[config.mk]
export PLATFORM = sky130hd
export DESIGN_NAME = srzsd_core
export DESIGN_NICKNAME = d
export VERILOG_FILES = /design/src/verilog/srzsd_pkg.sv /design/src/verilog/srzsd_modcnt.sv /design/src/verilog/srzsd_core.sv
export SDC_FILE = /design/constraint.sdc
export NUM_CORES = 1
export LEC_CHECK = 0
export ABC_AREA = 1
export BUFFER_PORTS_ARGS = -buffer_cell sky130_fd_sc_hd__buf_2
export CAP_MARGIN = 20
export CELL_PAD_IN_SITES_DETAIL_PLACEMENT = 0
export CELL_PAD_IN_SITES_GLOBAL_PLACEMENT = 2
export CORE_AREA = 2 2 114 116
export DETAILED_ROUTE_END_ITERATION = 10
export DIE_AREA = 0 0 116 118
export PLACE_DENSITY = 0.92
export SYNTH_ARGS = -nofsm -noshare
export SYNTH_HDL_FRONTEND = slang
export SYNTH_SLANG_ARGS = --single-unit
[constraint.sdc]
create_clock -name core_clk_in -period 3.4 [get_ports core_clk_in]
set_clock_uncertainty 0.1 [all_clocks]
set_input_delay 0.68 -clock core_clk_in [delete_from_list [all_inputs] [get_ports core_clk_in]]
set_output_delay 0.68 -clock core_clk_in [all_outputs]
set_load 0.005 [all_outputs]
[src/verilog/srzsd_pkg.sv]
/*
 * srzsd_pkg: constants for the return-home stall detector block.
 * assumes a single 200 MHz core clock and synchronous active-low reset.
 */
package srzsd_pkg;
    // ========================================================
    // mode codes: {integrate_select, drive_coil_select}
    typedef enum logic [1:0]
    {
        SRZSD_BLANK_NODRIVE = 2'h0,
        SRZSD_BLANK_DRIVE = 2'h1,
        SRZSD_CONVERT = 2'h2,
        SRZSD_INTEGRATE = 2'h3
    } srzsd_mode_t;

    // ========================================================
    // coil bridge states
    typedef enum logic [1:0]
    {
        SRZSD_COIL_FLOAT = 2'h0,
        SRZSD_COIL_DRIVE = 2'h1,
        SRZSD_COIL_RECIRC = 2'h2,
        SRZSD_COIL_OPEN = 2'h3
    } srzsd_coil_t;

    // ========================================================
    // widths, limits and reset values
    localparam int SRZSD_ACC_W = 16;
    localparam int SRZSD_CNT_W = 16;
    localparam logic [15:0] SRZSD_ACC_RESET = 16'h0000;
    localparam logic [15:0] SRZSD_ACC_MAX = 16'h7fff;
    localparam logic [15:0] SRZSD_ACC_MIN = 16'h8000;
    localparam logic [15:0] SRZSD_CNT_ZERO = 16'h0000;
    localparam logic [1:0] SRZSD_STEP_MAX = 2'h3;
    // sample prescale base: bus / (8 * 2^sel)
    localparam int SRZSD_SAMPLE_BASE_LOG2 = 3;
    localparam logic [6:0] SRZSD_PRE_ZERO = 7'h00;
    // modulus counter clock divides: 64 or 512
    localparam logic [8:0] SRZSD_MOD_DIV_FAST = 9'h03f;
    localparam logic [8:0] SRZSD_MOD_DIV_SLOW = 9'h1ff;
endpackage : srzsd_pkg

[src/verilog/srzsd_modcnt.sv]
/*
 * srzsd_modcnt: 16-bit modulus down-counter with its own prescaler.
 * assumes the parent gates counting with a run level for low power.
 */
`timescale 1ns/1ps
module srzsd_modcnt
    import srzsd_pkg::*;
(
    input wire logic core_clk_in,
    input wire logic rst_b_in,
    input wire logic run_in,
    input wire logic slow_sel_in,
    input wire logic load_in,
    input wire logic [15:0] load_val_in,
    output logic [15:0] count_out,
    output logic zero_out
);
    logic [8:0] pre;
    logic [8:0] next_pre;
    logic [15:0] cnt;
    logic [15:0] next_cnt;
    logic tick;

    // ========================================================
    // divider tick and down count; halted while run is low
    always_comb
    begin
        tick = run_in && (pre == (slow_sel_in ? SRZSD_MOD_DIV_SLOW
                                              : SRZSD_MOD_DIV_FAST));
        next_pre = pre;
        next_cnt = cnt;
        if (run_in)
        begin
            next_pre = tick ? 9'h000 : pre + 9'h001;
        end
        if (load_in)
        begin
            next_cnt = load_val_in;
        end
        else if (tick && cnt != SRZSD_CNT_ZERO)
        begin
            next_cnt = cnt - 16'h0001;
        end
    end

    always_ff @(posedge core_clk_in)
    begin
        if (!rst_b_in)
        begin
            pre <= 9'h000;
            cnt <= SRZSD_CNT_ZERO;
        end
        else
        begin
            pre <= next_pre;
            cnt <= next_cnt;
        end
    end

    assign count_out = cnt;
    assign zero_out = (cnt == SRZSD_CNT_ZERO);

    // ========================================================
    // counter only moves when running or loading
    property p_halt;
        @(posedge core_clk_in) disable iff (!rst_b_in)
        (!run_in && !load_in) |=> (cnt == $past(cnt));
    endproperty
    a_halt: assert property (p_halt) else $error("counter moved halted");
endmodule : srzsd_modcnt

[src/verilog/srzsd_core.sv]
/*
 * srzsd_core: return-home stall detector control and detect logic.
 * assumes software steps the step value and mode bits directly;
 * converter sample arrives as a one-bit up/down decision.
 */
`timescale 1ns/1ps
// Behaviour
// integrate and drive-coil bits decode into four modes.
// blank-no-drive masks one coil, recirculates it, disconnects the other.
// blank-no-drive holds accumulator zero and converter reset.
// blank-drive masks, recirculates one coil, drives other, accumulator zero.
// conversion routes one coil to converter; both coils disconnected.
// integration routes one coil to converter and drives the other.
// offset compensation applied when counter times integration.
// software steps value up for ccw, down for cw, wrapping.
// samples accumulate into a 16-bit signed accumulator.
// 16-bit modulus down-counter times blanking and integration.
// stop powers down converter and halts counter clock.
// wait with powerdown bit does the same as stop; the code also recirculates both coils in that wait, but not in stop.
// cleared power-up bit powers down the converter.
// software toggles motor select to service a second motor.
// enable bit gives coil control; clear leaves coils floating.
// accumulator saturates at 0x7fff and 0x8000 and holds.
// step value picks the measured and the driven coil.
module srzsd_core
    import srzsd_pkg::*;
(
    input wire logic core_clk_in,
    input wire logic rst_b_in,
    input wire logic integrate_select_in,
    input wire logic drive_coil_select_in,
    input wire logic coil_control_enable_in,
    input wire logic converter_power_up_in,
    input wire logic wait_mode_powerdown_in,
    input wire logic motor_select_in,
    input wire logic stop_mode_in,
    input wire logic wait_mode_in,
    input wire logic [1:0] step_in,
    input wire logic [1:0] sample_sel_in,
    input wire logic mod_slow_in,
    input wire logic mod_load_in,
    input wire logic [15:0] mod_load_val_in,
    input wire logic offset_comp_en_in,
    input wire logic sd_sample_in,
    output logic [1:0] sine_coil_out,
    output logic [1:0] cosine_coil_out,
    output logic sine_measured_out,
    output logic step_positive_out,
    output logic motor_select_out,
    output logic converter_power_out,
    output logic converter_reset_out,
    output logic [15:0] accumulator_out,
    output logic acc_overflow_out,
    output logic [15:0] mod_count_out,
    output logic mod_zero_out
);
    srzsd_mode_t mode;
    logic measure_sine;
    logic low_power;
    logic conv_on;
    logic [1:0] sample_sel;
    logic [1:0] next_sample_sel;
    logic [6:0] pre;
    logic [6:0] next_pre;
    logic sample_tick;
    logic [15:0] acc;
    logic [15:0] next_acc;
    logic ovf;
    logic next_ovf;
    logic chop;
    logic next_chop;
    logic [1:0] sine_q;
    logic [1:0] next_sine;
    logic [1:0] cos_q;
    logic [1:0] next_cos;
    logic meas_q;
    logic sgn_q;
    logic next_sgn;
    logic mod_zero;

    // saturating add of +1 or -1
    function automatic logic [16:0] srzsd_sat_step(
        input logic [15:0] a,
        input logic up
    );
        logic [16:0] r;
        r = {1'b0, a};
        if (up && a == SRZSD_ACC_MAX)
        begin
            r = {1'b1, SRZSD_ACC_MAX};
        end
        else if (!up && a == SRZSD_ACC_MIN)
        begin
            r = {1'b1, SRZSD_ACC_MIN};
        end
        else
        begin
            r = {1'b0, up ? a + 16'h0001 : a - 16'h0001};
        end
        return r;
    endfunction : srzsd_sat_step

    // ========================================================
    // mode decode and power
    assign mode = srzsd_mode_t'({integrate_select_in,
                                 drive_coil_select_in});
    assign measure_sine = step_in[0];
    // both stop and wait-with-powerdown freeze the analog path
    assign low_power = stop_mode_in
        || (wait_mode_in && wait_mode_powerdown_in);
    assign conv_on = converter_power_up_in && !low_power;

    // ========================================================
    // coil state next values, registered so outputs glitch-free
    always_comb
    begin
        srzsd_coil_t meas_c;
        srzsd_coil_t other_c;
        meas_c = SRZSD_COIL_FLOAT;
        other_c = SRZSD_COIL_FLOAT;
        unique case (mode)
            SRZSD_BLANK_NODRIVE:
            begin
                meas_c = SRZSD_COIL_RECIRC;
                other_c = SRZSD_COIL_OPEN;
            end
            SRZSD_BLANK_DRIVE:
            begin
                meas_c = SRZSD_COIL_RECIRC;
                other_c = SRZSD_COIL_DRIVE;
            end
            SRZSD_CONVERT:
            begin
                meas_c = SRZSD_COIL_OPEN;
                other_c = SRZSD_COIL_OPEN;
            end
            SRZSD_INTEGRATE:
            begin
                meas_c = SRZSD_COIL_OPEN;
                other_c = SRZSD_COIL_DRIVE;
            end
        endcase
        // low power in wait recirculates both coils
        if (low_power && !stop_mode_in)
        begin
            meas_c = SRZSD_COIL_RECIRC;
            other_c = SRZSD_COIL_RECIRC;
        end
        if (!coil_control_enable_in)
        begin
            meas_c = SRZSD_COIL_FLOAT;
            other_c = SRZSD_COIL_FLOAT;
        end
        next_sine = measure_sine ? meas_c : other_c;
        next_cos = measure_sine ? other_c : meas_c;
        next_sgn = step_in[1];
    end

    always_ff @(posedge core_clk_in)
    begin
        if (!rst_b_in)
        begin
            sine_q <= SRZSD_COIL_FLOAT;
            cos_q <= SRZSD_COIL_FLOAT;
            meas_q <= 1'b0;
            sgn_q <= 1'b0;
        end
        else
        begin
            sine_q <= next_sine;
            cos_q <= next_cos;
            meas_q <= measure_sine;
            sgn_q <= next_sgn;
        end
    end

    // ========================================================
    // sample prescaler: bus / (8 << sel); sel only latched
    // while not integrating so the rate never shifts mid-run
    always_comb
    begin
        next_sample_sel = integrate_select_in ? sample_sel : sample_sel_in;
        sample_tick = (pre == SRZSD_PRE_ZERO) && conv_on
            && integrate_select_in;
        next_pre = pre;
        if (!integrate_select_in || !conv_on)
        begin
            next_pre = 7'((1 << (SRZSD_SAMPLE_BASE_LOG2 + sample_sel)) - 1);
        end
        else if (sample_tick)
        begin
            next_pre = 7'((1 << (SRZSD_SAMPLE_BASE_LOG2 + sample_sel)) - 1);
        end
        else
        begin
            next_pre = pre - 7'h01;
        end
    end

    // ========================================================
    // accumulator with saturation and chopper offset cancel;
    // chopping swaps sample sign each sample when the counter
    // is timing integration, so converter offset averages out
    always_comb
    begin
        logic [16:0] s;
        logic up;
        s = {1'b0, acc};
        up = sd_sample_in;
        next_acc = acc;
        next_ovf = ovf;
        next_chop = chop;
        if (!integrate_select_in)
        begin
            next_acc = SRZSD_ACC_RESET;
            next_ovf = 1'b0;
            next_chop = 1'b0;
        end
        else if (sample_tick && !ovf)
        begin
            if (offset_comp_en_in && !mod_zero)
            begin
                up = sd_sample_in ^ chop;
                next_chop = !chop;
            end
            s = srzsd_sat_step(acc, up);
            next_acc = s[15:0];
            next_ovf = s[16];
        end
    end

    always_ff @(posedge core_clk_in)
    begin
        if (!rst_b_in)
        begin
            pre <= SRZSD_PRE_ZERO;
            sample_sel <= 2'h0;
            acc <= SRZSD_ACC_RESET;
            ovf <= 1'b0;
            chop <= 1'b0;
        end
        else
        begin
            pre <= next_pre;
            sample_sel <= next_sample_sel;
            acc <= next_acc;
            ovf <= next_ovf;
            chop <= next_chop;
        end
    end

    // ========================================================
    // modulus counter, clock halted in low power
    srzsd_modcnt u_modcnt
    (
        .core_clk_in(core_clk_in),
        .rst_b_in(rst_b_in),
        .run_in(!low_power),
        .slow_sel_in(mod_slow_in),
        .load_in(mod_load_in),
        .load_val_in(mod_load_val_in),
        .count_out(mod_count_out),
        .zero_out(mod_zero)
    );

    // ========================================================
    // outputs
    assign sine_coil_out = sine_q;
    assign cosine_coil_out = cos_q;
    assign sine_measured_out = meas_q;
    assign step_positive_out = sgn_q;
    assign motor_select_out = motor_select_in;
    assign converter_power_out = conv_on;
    assign converter_reset_out = !integrate_select_in;
    assign accumulator_out = acc;
    assign acc_overflow_out = ovf;
    assign mod_zero_out = mod_zero;

    // ========================================================
    // checks
    property p_blank_zero;
        @(posedge core_clk_in) disable iff (!rst_b_in)
        !integrate_select_in |=> (acc == SRZSD_ACC_RESET);
    endproperty
    a_blank_zero: assert property (p_blank_zero) else $error("acc not zero");

    property p_float;
        @(posedge core_clk_in) disable iff (!rst_b_in)
        !coil_control_enable_in |=>
            (sine_q == SRZSD_COIL_FLOAT && cos_q == SRZSD_COIL_FLOAT);
    endproperty
    a_float: assert property (p_float) else $error("coils driven");

    property p_convert;
        @(posedge core_clk_in) disable iff (!rst_b_in)
        (coil_control_enable_in && !low_power && mode == SRZSD_CONVERT)
            |=> (sine_q == SRZSD_COIL_OPEN && cos_q == SRZSD_COIL_OPEN);
    endproperty
    a_convert: assert property (p_convert) else $error("convert coils");

    property p_drive;
        @(posedge core_clk_in) disable iff (!rst_b_in)
        (coil_control_enable_in && !low_power && mode == SRZSD_INTEGRATE
            && step_in[0]) |=> (cos_q == SRZSD_COIL_DRIVE);
    endproperty
    a_drive: assert property (p_drive) else $error("other coil idle");

    property p_nodrive;
        @(posedge core_clk_in) disable iff (!rst_b_in)
        (coil_control_enable_in && !low_power
            && mode == SRZSD_BLANK_NODRIVE && !step_in[0])
            |=> (cos_q == SRZSD_COIL_RECIRC && sine_q == SRZSD_COIL_OPEN);
    endproperty
    a_nodrive: assert property (p_nodrive) else $error("blank coils");

    property p_sat;
        @(posedge core_clk_in) disable iff (!rst_b_in)
        (ovf && integrate_select_in) |=> $stable(acc);
    endproperty
    a_sat: assert property (p_sat) else $error("acc left rail");

    property p_power;
        @(posedge core_clk_in) disable iff (!rst_b_in)
        (!converter_power_up_in || stop_mode_in) |-> !converter_power_out;
    endproperty
    a_power: assert property (p_power) else $error("converter on");

    property p_step;
        @(posedge core_clk_in) disable iff (!rst_b_in)
        (integrate_select_in && !sample_tick && $past(integrate_select_in))
            |=> (acc == $past(acc) || $past(sample_tick));
    endproperty
    a_step: assert property (p_step) else $error("acc moved off tick");
endmodule : srzsd_core

Yosys cells after proc, flatten, opt, wreduce, memory -nomap -nowiden
Index checks and enable logic that the tools add are counted.

cells by class
  $add $sub $neg = 7
  bitwise logic cells = 1
  shift operators = 1
  eq/ne operators = 6
  muxes and demuxes = 20
  reduce and logical (&&, ||, !) cells = 32

operator list
  operator                                                              number
  16-bit 2-to-1 mux                                                     3
  17-bit 2-to-1 mux                                                     2
  16-bit by 1-bit subtractor with 16-bit output, second input constant  2
  9-bit 2-to-1 mux                                                      2
  16-bit by 1-bit adder with 16-bit output, second input constant       1
  16-bit by 15-bit == test with 1-bit output, second input constant     1
  16-bit == test, second input constant                                 1
  16-bit zero test                                                      1
  16-bit nonzero test                                                   1
  7-bit 2-to-1 mux                                                      2
  2-bit 2-to-1 mux                                                      6
  1-bit logical AND                                                     11
  9-bit by 1-bit adder with 9-bit output, second input constant         1
  9-bit == test                                                         1
  1-bit zero test                                                       8
  2-bit case mux with 2 select lines                                    2
  2-bit OR reduction                                                    4
  7-bit zero test                                                       1
  1-bit by 3-bit << shifter with 7-bit output, first input constant     1
  7-bit by 1-bit subtractor with 7-bit output, second input constant    1
  7-bit by 2-bit subtractor with 7-bit output, second input constant    1
  2-bit == test, second input constant                                  2
  2-bit AND reduction                                                   2
  2-bit by 2-bit adder with 3-bit output, first input constant          1
  6 further kinds                                                       9

storage, ports and cells
  register bits = 58
  input bits = 34
  logic and storage cells = 78

Longest topological paths before layout
  depth in word-level cells = 13
  mapped depth = 22
  gate-level depth less buffers = 22

By module
From an unflattened synthesis, not the netlist that was laid out.

second synthesis, totals
  cells, all modules = 618
  area, all modules = 3920.0 um^2

modules (own cells, without submodules)
  module        times used  area each (um^2)  cells an instance
  srzsd_core    1           2303.5            351
  srzsd_modcnt  1           1616.6            267

Worst setup path before layout
Ideal clock, no wire load.

  path type = input -> register
  start point = input port sd_sample_in
  end point = register acc[15], in the netlist accumulator_out[15]
  cell stages on the path = 15
  required time = 3174 ps
  setup time = 126 ps
  path buffers = 1
  arrival time = 2350 ps
  setup slack = 823 ps
  cell sequence = xor2_1 inv_1 nand3_1 nand2_4 buf_4 ha_1 inv_1 o21ai_0 nand3_1 nand2_1 nor2_1 nand3_1 nand3_1 nand2_1 a21oi_2

between the ends
  longest elaborated chain between the ends = 8
  elaborated cells between the ends (all ways) = 10
  those cells by class = mux (6); bitwise (1); reduce/logical (3)

ends and longest elaborated chain
  element                RTL line           source
  start, declared        srzsd_core.sv:44   input wire logic sd_sample_in,
  1-bit bitwise XOR      srzsd_core.sv:223  up = sd_sample_in ^ chop;
  1-bit 2-to-1 mux (*)   srzsd_core.sv:221  if (offset_comp_en_in && !mod_zero)
  1-bit 2-to-1 mux (*)   srzsd_core.sv:219  else if (sample_tick && !ovf)
  1-bit 2-to-1 mux (*)   srzsd_core.sv:213  if (!integrate_select_in)
  1-bit zero test        srzsd_core.sv:92   else if (!up && a == SRZSD_ACC_MIN)
  1-bit logical AND      srzsd_core.sv:92
  17-bit 2-to-1 mux      srzsd_core.sv:92
  17-bit 2-to-1 mux (*)  srzsd_core.sv:88   if (up && a == SRZSD_ACC_MAX)
  end signal, assigned   srzsd_core.sv:246  acc <= next_acc;
  end, declared          srzsd_core.sv:66   logic [15:0] acc;

Every way passes the cells marked *; elsewhere a longest branch is shown, timed or not. The select of a mux whose other input is x is not followed.
A chain may end at the register's enable or synchronous reset.

Final worst setup path
  start point = register u_modcnt.cnt[0], in the netlist u_modcnt.count_out[0]
  end point = register acc[13], in the netlist accumulator_out[13]

between the ends
  longest elaborated chain between the ends = 10
  elaborated cells between the ends (all ways) = 12
  those cells by class = mux (6); reduce/logical (6)

ends and longest elaborated chain
  element                 RTL line            source
  start, declared         srzsd_modcnt.sv:20  logic [15:0] cnt;
  start signal, assigned  srzsd_modcnt.sv:56  cnt <= next_cnt;
  16-bit zero test (*)    srzsd_modcnt.sv:61  assign zero_out = (cnt == SRZSD_CNT_ZERO);
  1-bit zero test (*)     srzsd_core.sv:221
  1-bit logical AND (*)   srzsd_core.sv:221
  1-bit 2-to-1 mux (*)    srzsd_core.sv:221
  1-bit 2-to-1 mux (*)    srzsd_core.sv:219
  1-bit 2-to-1 mux (*)    srzsd_core.sv:213
  1-bit zero test         srzsd_core.sv:92
  1-bit logical AND       srzsd_core.sv:92
  17-bit 2-to-1 mux       srzsd_core.sv:92
  17-bit 2-to-1 mux (*)   srzsd_core.sv:88

Marked as above.

==> metrics.txt <==
Final Critical Period=approximately 2.8 ns; Max Slew Vio Count=0; chip width=116 um; dominant cell by count in the synthesized netlist=nand2_1; Area Growth Syn to Fin=22.97%; final setup fails=0; post-synthesis cell type count=44; Hold Fails Final Rpt=0; Pre-Repair DR Iteration Count=4; Max Cap Viol=0; io pins=77; Initial Util=29.66%; GRT overflow=0; post-synthesis sequential area ratio=31.53%; synth cell count leaders=nand2_1, inv_1, dfxtp_1; Worst Tran Pin Value=0.6701 ns; Crit Path Class=register to register; Post-DP HPWL=7.901 mm; CP Max Fanout=21; CTS Hold Bufs=0; Clock Root Buffer=clkbuf_16; DRT iter0 DRCs=212; LEAKAGE=2.194 nW; fraction of registers with async set/reset=0%; Max stage delay on crit path=~0.38 ns; largest area contributor in the netlist=dfxtp_1; CTS tree=built; pre-CTS WS=0.4327 ns; Buf/Inv on CP=2; placed cell areas=4193 um2; outcome=finished clean; area of the core=12410 um2; DR vias=3827; largest net degree at the start of global routing=22; Routed WL=10.54 mm; CTS max path bufs=2; Synth top area share=31.53%; clock sink count=58; CP Data Arrival Time=about 3 ns; ANT nets after route=0; WL per Instance=roughly 13 um; Final nets=667; final core utilization=approximately 36%; pwr dens=about 450 nW/um2; # DRC=0; Max transition margin=54.74%; vias in the first global route=3629; post-route cell area=4528 um2; dominant synthesized flop cell=dfxtp_1; Clock transition at path regs=around 0.050 ns; worst-path cell chain=inv_1 -> ha_1 -> nand2_1 -> nor2_1 -> nand2_1 -> nand3_1 -> nand2_4 -> ha_1 -> inv_1 -> o21ai_0 -> a21o_1 -> nor2_1 -> nand2_1 -> nand2_1 -> nand3_1 -> a21oi_1; htree depth=3; # diodes=0; top cells by area, synth=dfxtp_1, nand2_1, inv_1, nand3_1, nor2_1; worst-skew pair later-pin latency=approximately 0.32 ns; CP Launch Type=register; CTS buffer count=9; number of synthesized flops with an enable pin=0; initial antenna violation count=0; Post-CTS Setup Inserts=0; Required @ worst endpoint=roughly 3.6 ns; cts repair resizes=0; Mapped Area=3682 um2; gr usage total=between 10% and 20%; Hold WC Path Type=register to register; maximum VDD drop=between 0.0003 and 0.0004 V; yosys synthesis warning count=0; R2R setup slack=0.57 ns; Setup WS post-layout=0.5733 ns; crit share post-route=between 80% and 90%; FMAX=0.3538 GHz; fin cells=801; first-pass GRT wire length=17.77 mm; cell count after placement=785; Design Power=2.051 mW; Die ar.=roughly 14000 um2; Vias per Instance=between 4 and 5; CP max-delay cell=dfxtp_1; RSZ-0062 raised after global routing=no; PortBufs=74; GP Congestion=0.8412; Hold WS=0.3722 ns; CP top delay family=simple AND/OR/NAND/NOR gates; Worst path most repeated cell=nand2_1; layout cells sized above 1=about a fifth; CP Capture Type=register; DIE HEIGHT=118 um; num rows=41; post-synthesis register bit count=slightly below 60; syn_area_per_cell=6.671 um2; Setup TNS=0 ns; Gate Count Post-Synth=552
[worst min-delay path: stages (launching register included)]
cell and delay, ns:
dfxtp_1 0.30, inv_1 0.06, a21oi_1 0.05
[power breakdown]
group          internal (mW)  switching [mW]  leakage [nW]
logic                  0.113           0.184          1.56
registers              0.707          0.0278         0.475
clock network          0.714           0.306         0.160
total                   1.53           0.517          2.19
[kinds of logic (layout without fill, tap and decap cells)]
family	Yosys count	after routing	share of synthesized area, %
AOI/OAI and AO/OA	100	100	16.48
xor gates and xnor gates	26	26	6.388
adders and majority gates	9	9	3.058
buffers and inverters	82	158	9.072
DFF	58	58	31.53
other	1	2	0.1018
and+or+nand+nor	276	276	33.37
[layout by cell type (no fill, tap or decap), drive strengths merged, types with 2 or more instances in the layout]
cell    count
o31ai       2
xor2       16
a21oi      36
bufinv      3
a221oi      4
xnor2      10
nor2       56
clkbuf     11
o21ai      30
dfxtp      58
a22oi       4
clkinv      2
ha          9
a211oi      6
nor4        6
nand3      47
inv        67
a31oi       6
buf        74
o21bai      2
nand2     146
nand3b      2
nand4       5
o41ai       4
conb        2
nor3       10
or2         2
o211ai      2
[final cells by class]
class                           instances  area, um2
Clock buffer                           11      232.7
Clock inverter                          5      102.6
Fill cell                            1407       7886
Inverter                               68      255.2
Multi-Input combinational cell        413       2191
Sequential cell                        58       1161
Tap cell                              172      215.2
Timing Repair Buffer                   74      370.4
[per-layer routing]
| metal | vias to the layer above | GRT usage (%) | part of all wire (%) |
|---|---|---|---|
| met1 | 1742 | 21.55 | 47 |
| met2 | 107 | 25.33 | 45 |
| li1 | 1966 | - | - |
| met5 | - | 0 | 0 |
| met4 | 0 | 4.241 | 1.5 |
| met3 | 12 | 4.428 | 6.7 |
[registers in the layout (all words and copies together) (netlist names), 2 cells and up, named ones only]
signal / count
u_modcnt.pre: 9
sine_coil_out: 2
accumulator_out: 16
u_modcnt.count_out: 16
cosine_coil_out: 2
sample_sel: 2
pre: 6
[final timing paths]
kind                                       startpoint  depth (start not counted)             endpoint
worst max-delay path            u_modcnt.count_out[0]                         16  accumulator_out[13]
worst max register to register  u_modcnt.count_out[0]                         16  accumulator_out[13]
worst min-delay path                    sample_sel[0]                          2        sample_sel[0]
worst min register to register          sample_sel[0]                          2        sample_sel[0]
No activity file was read; power rests on OpenSTA's default activity.
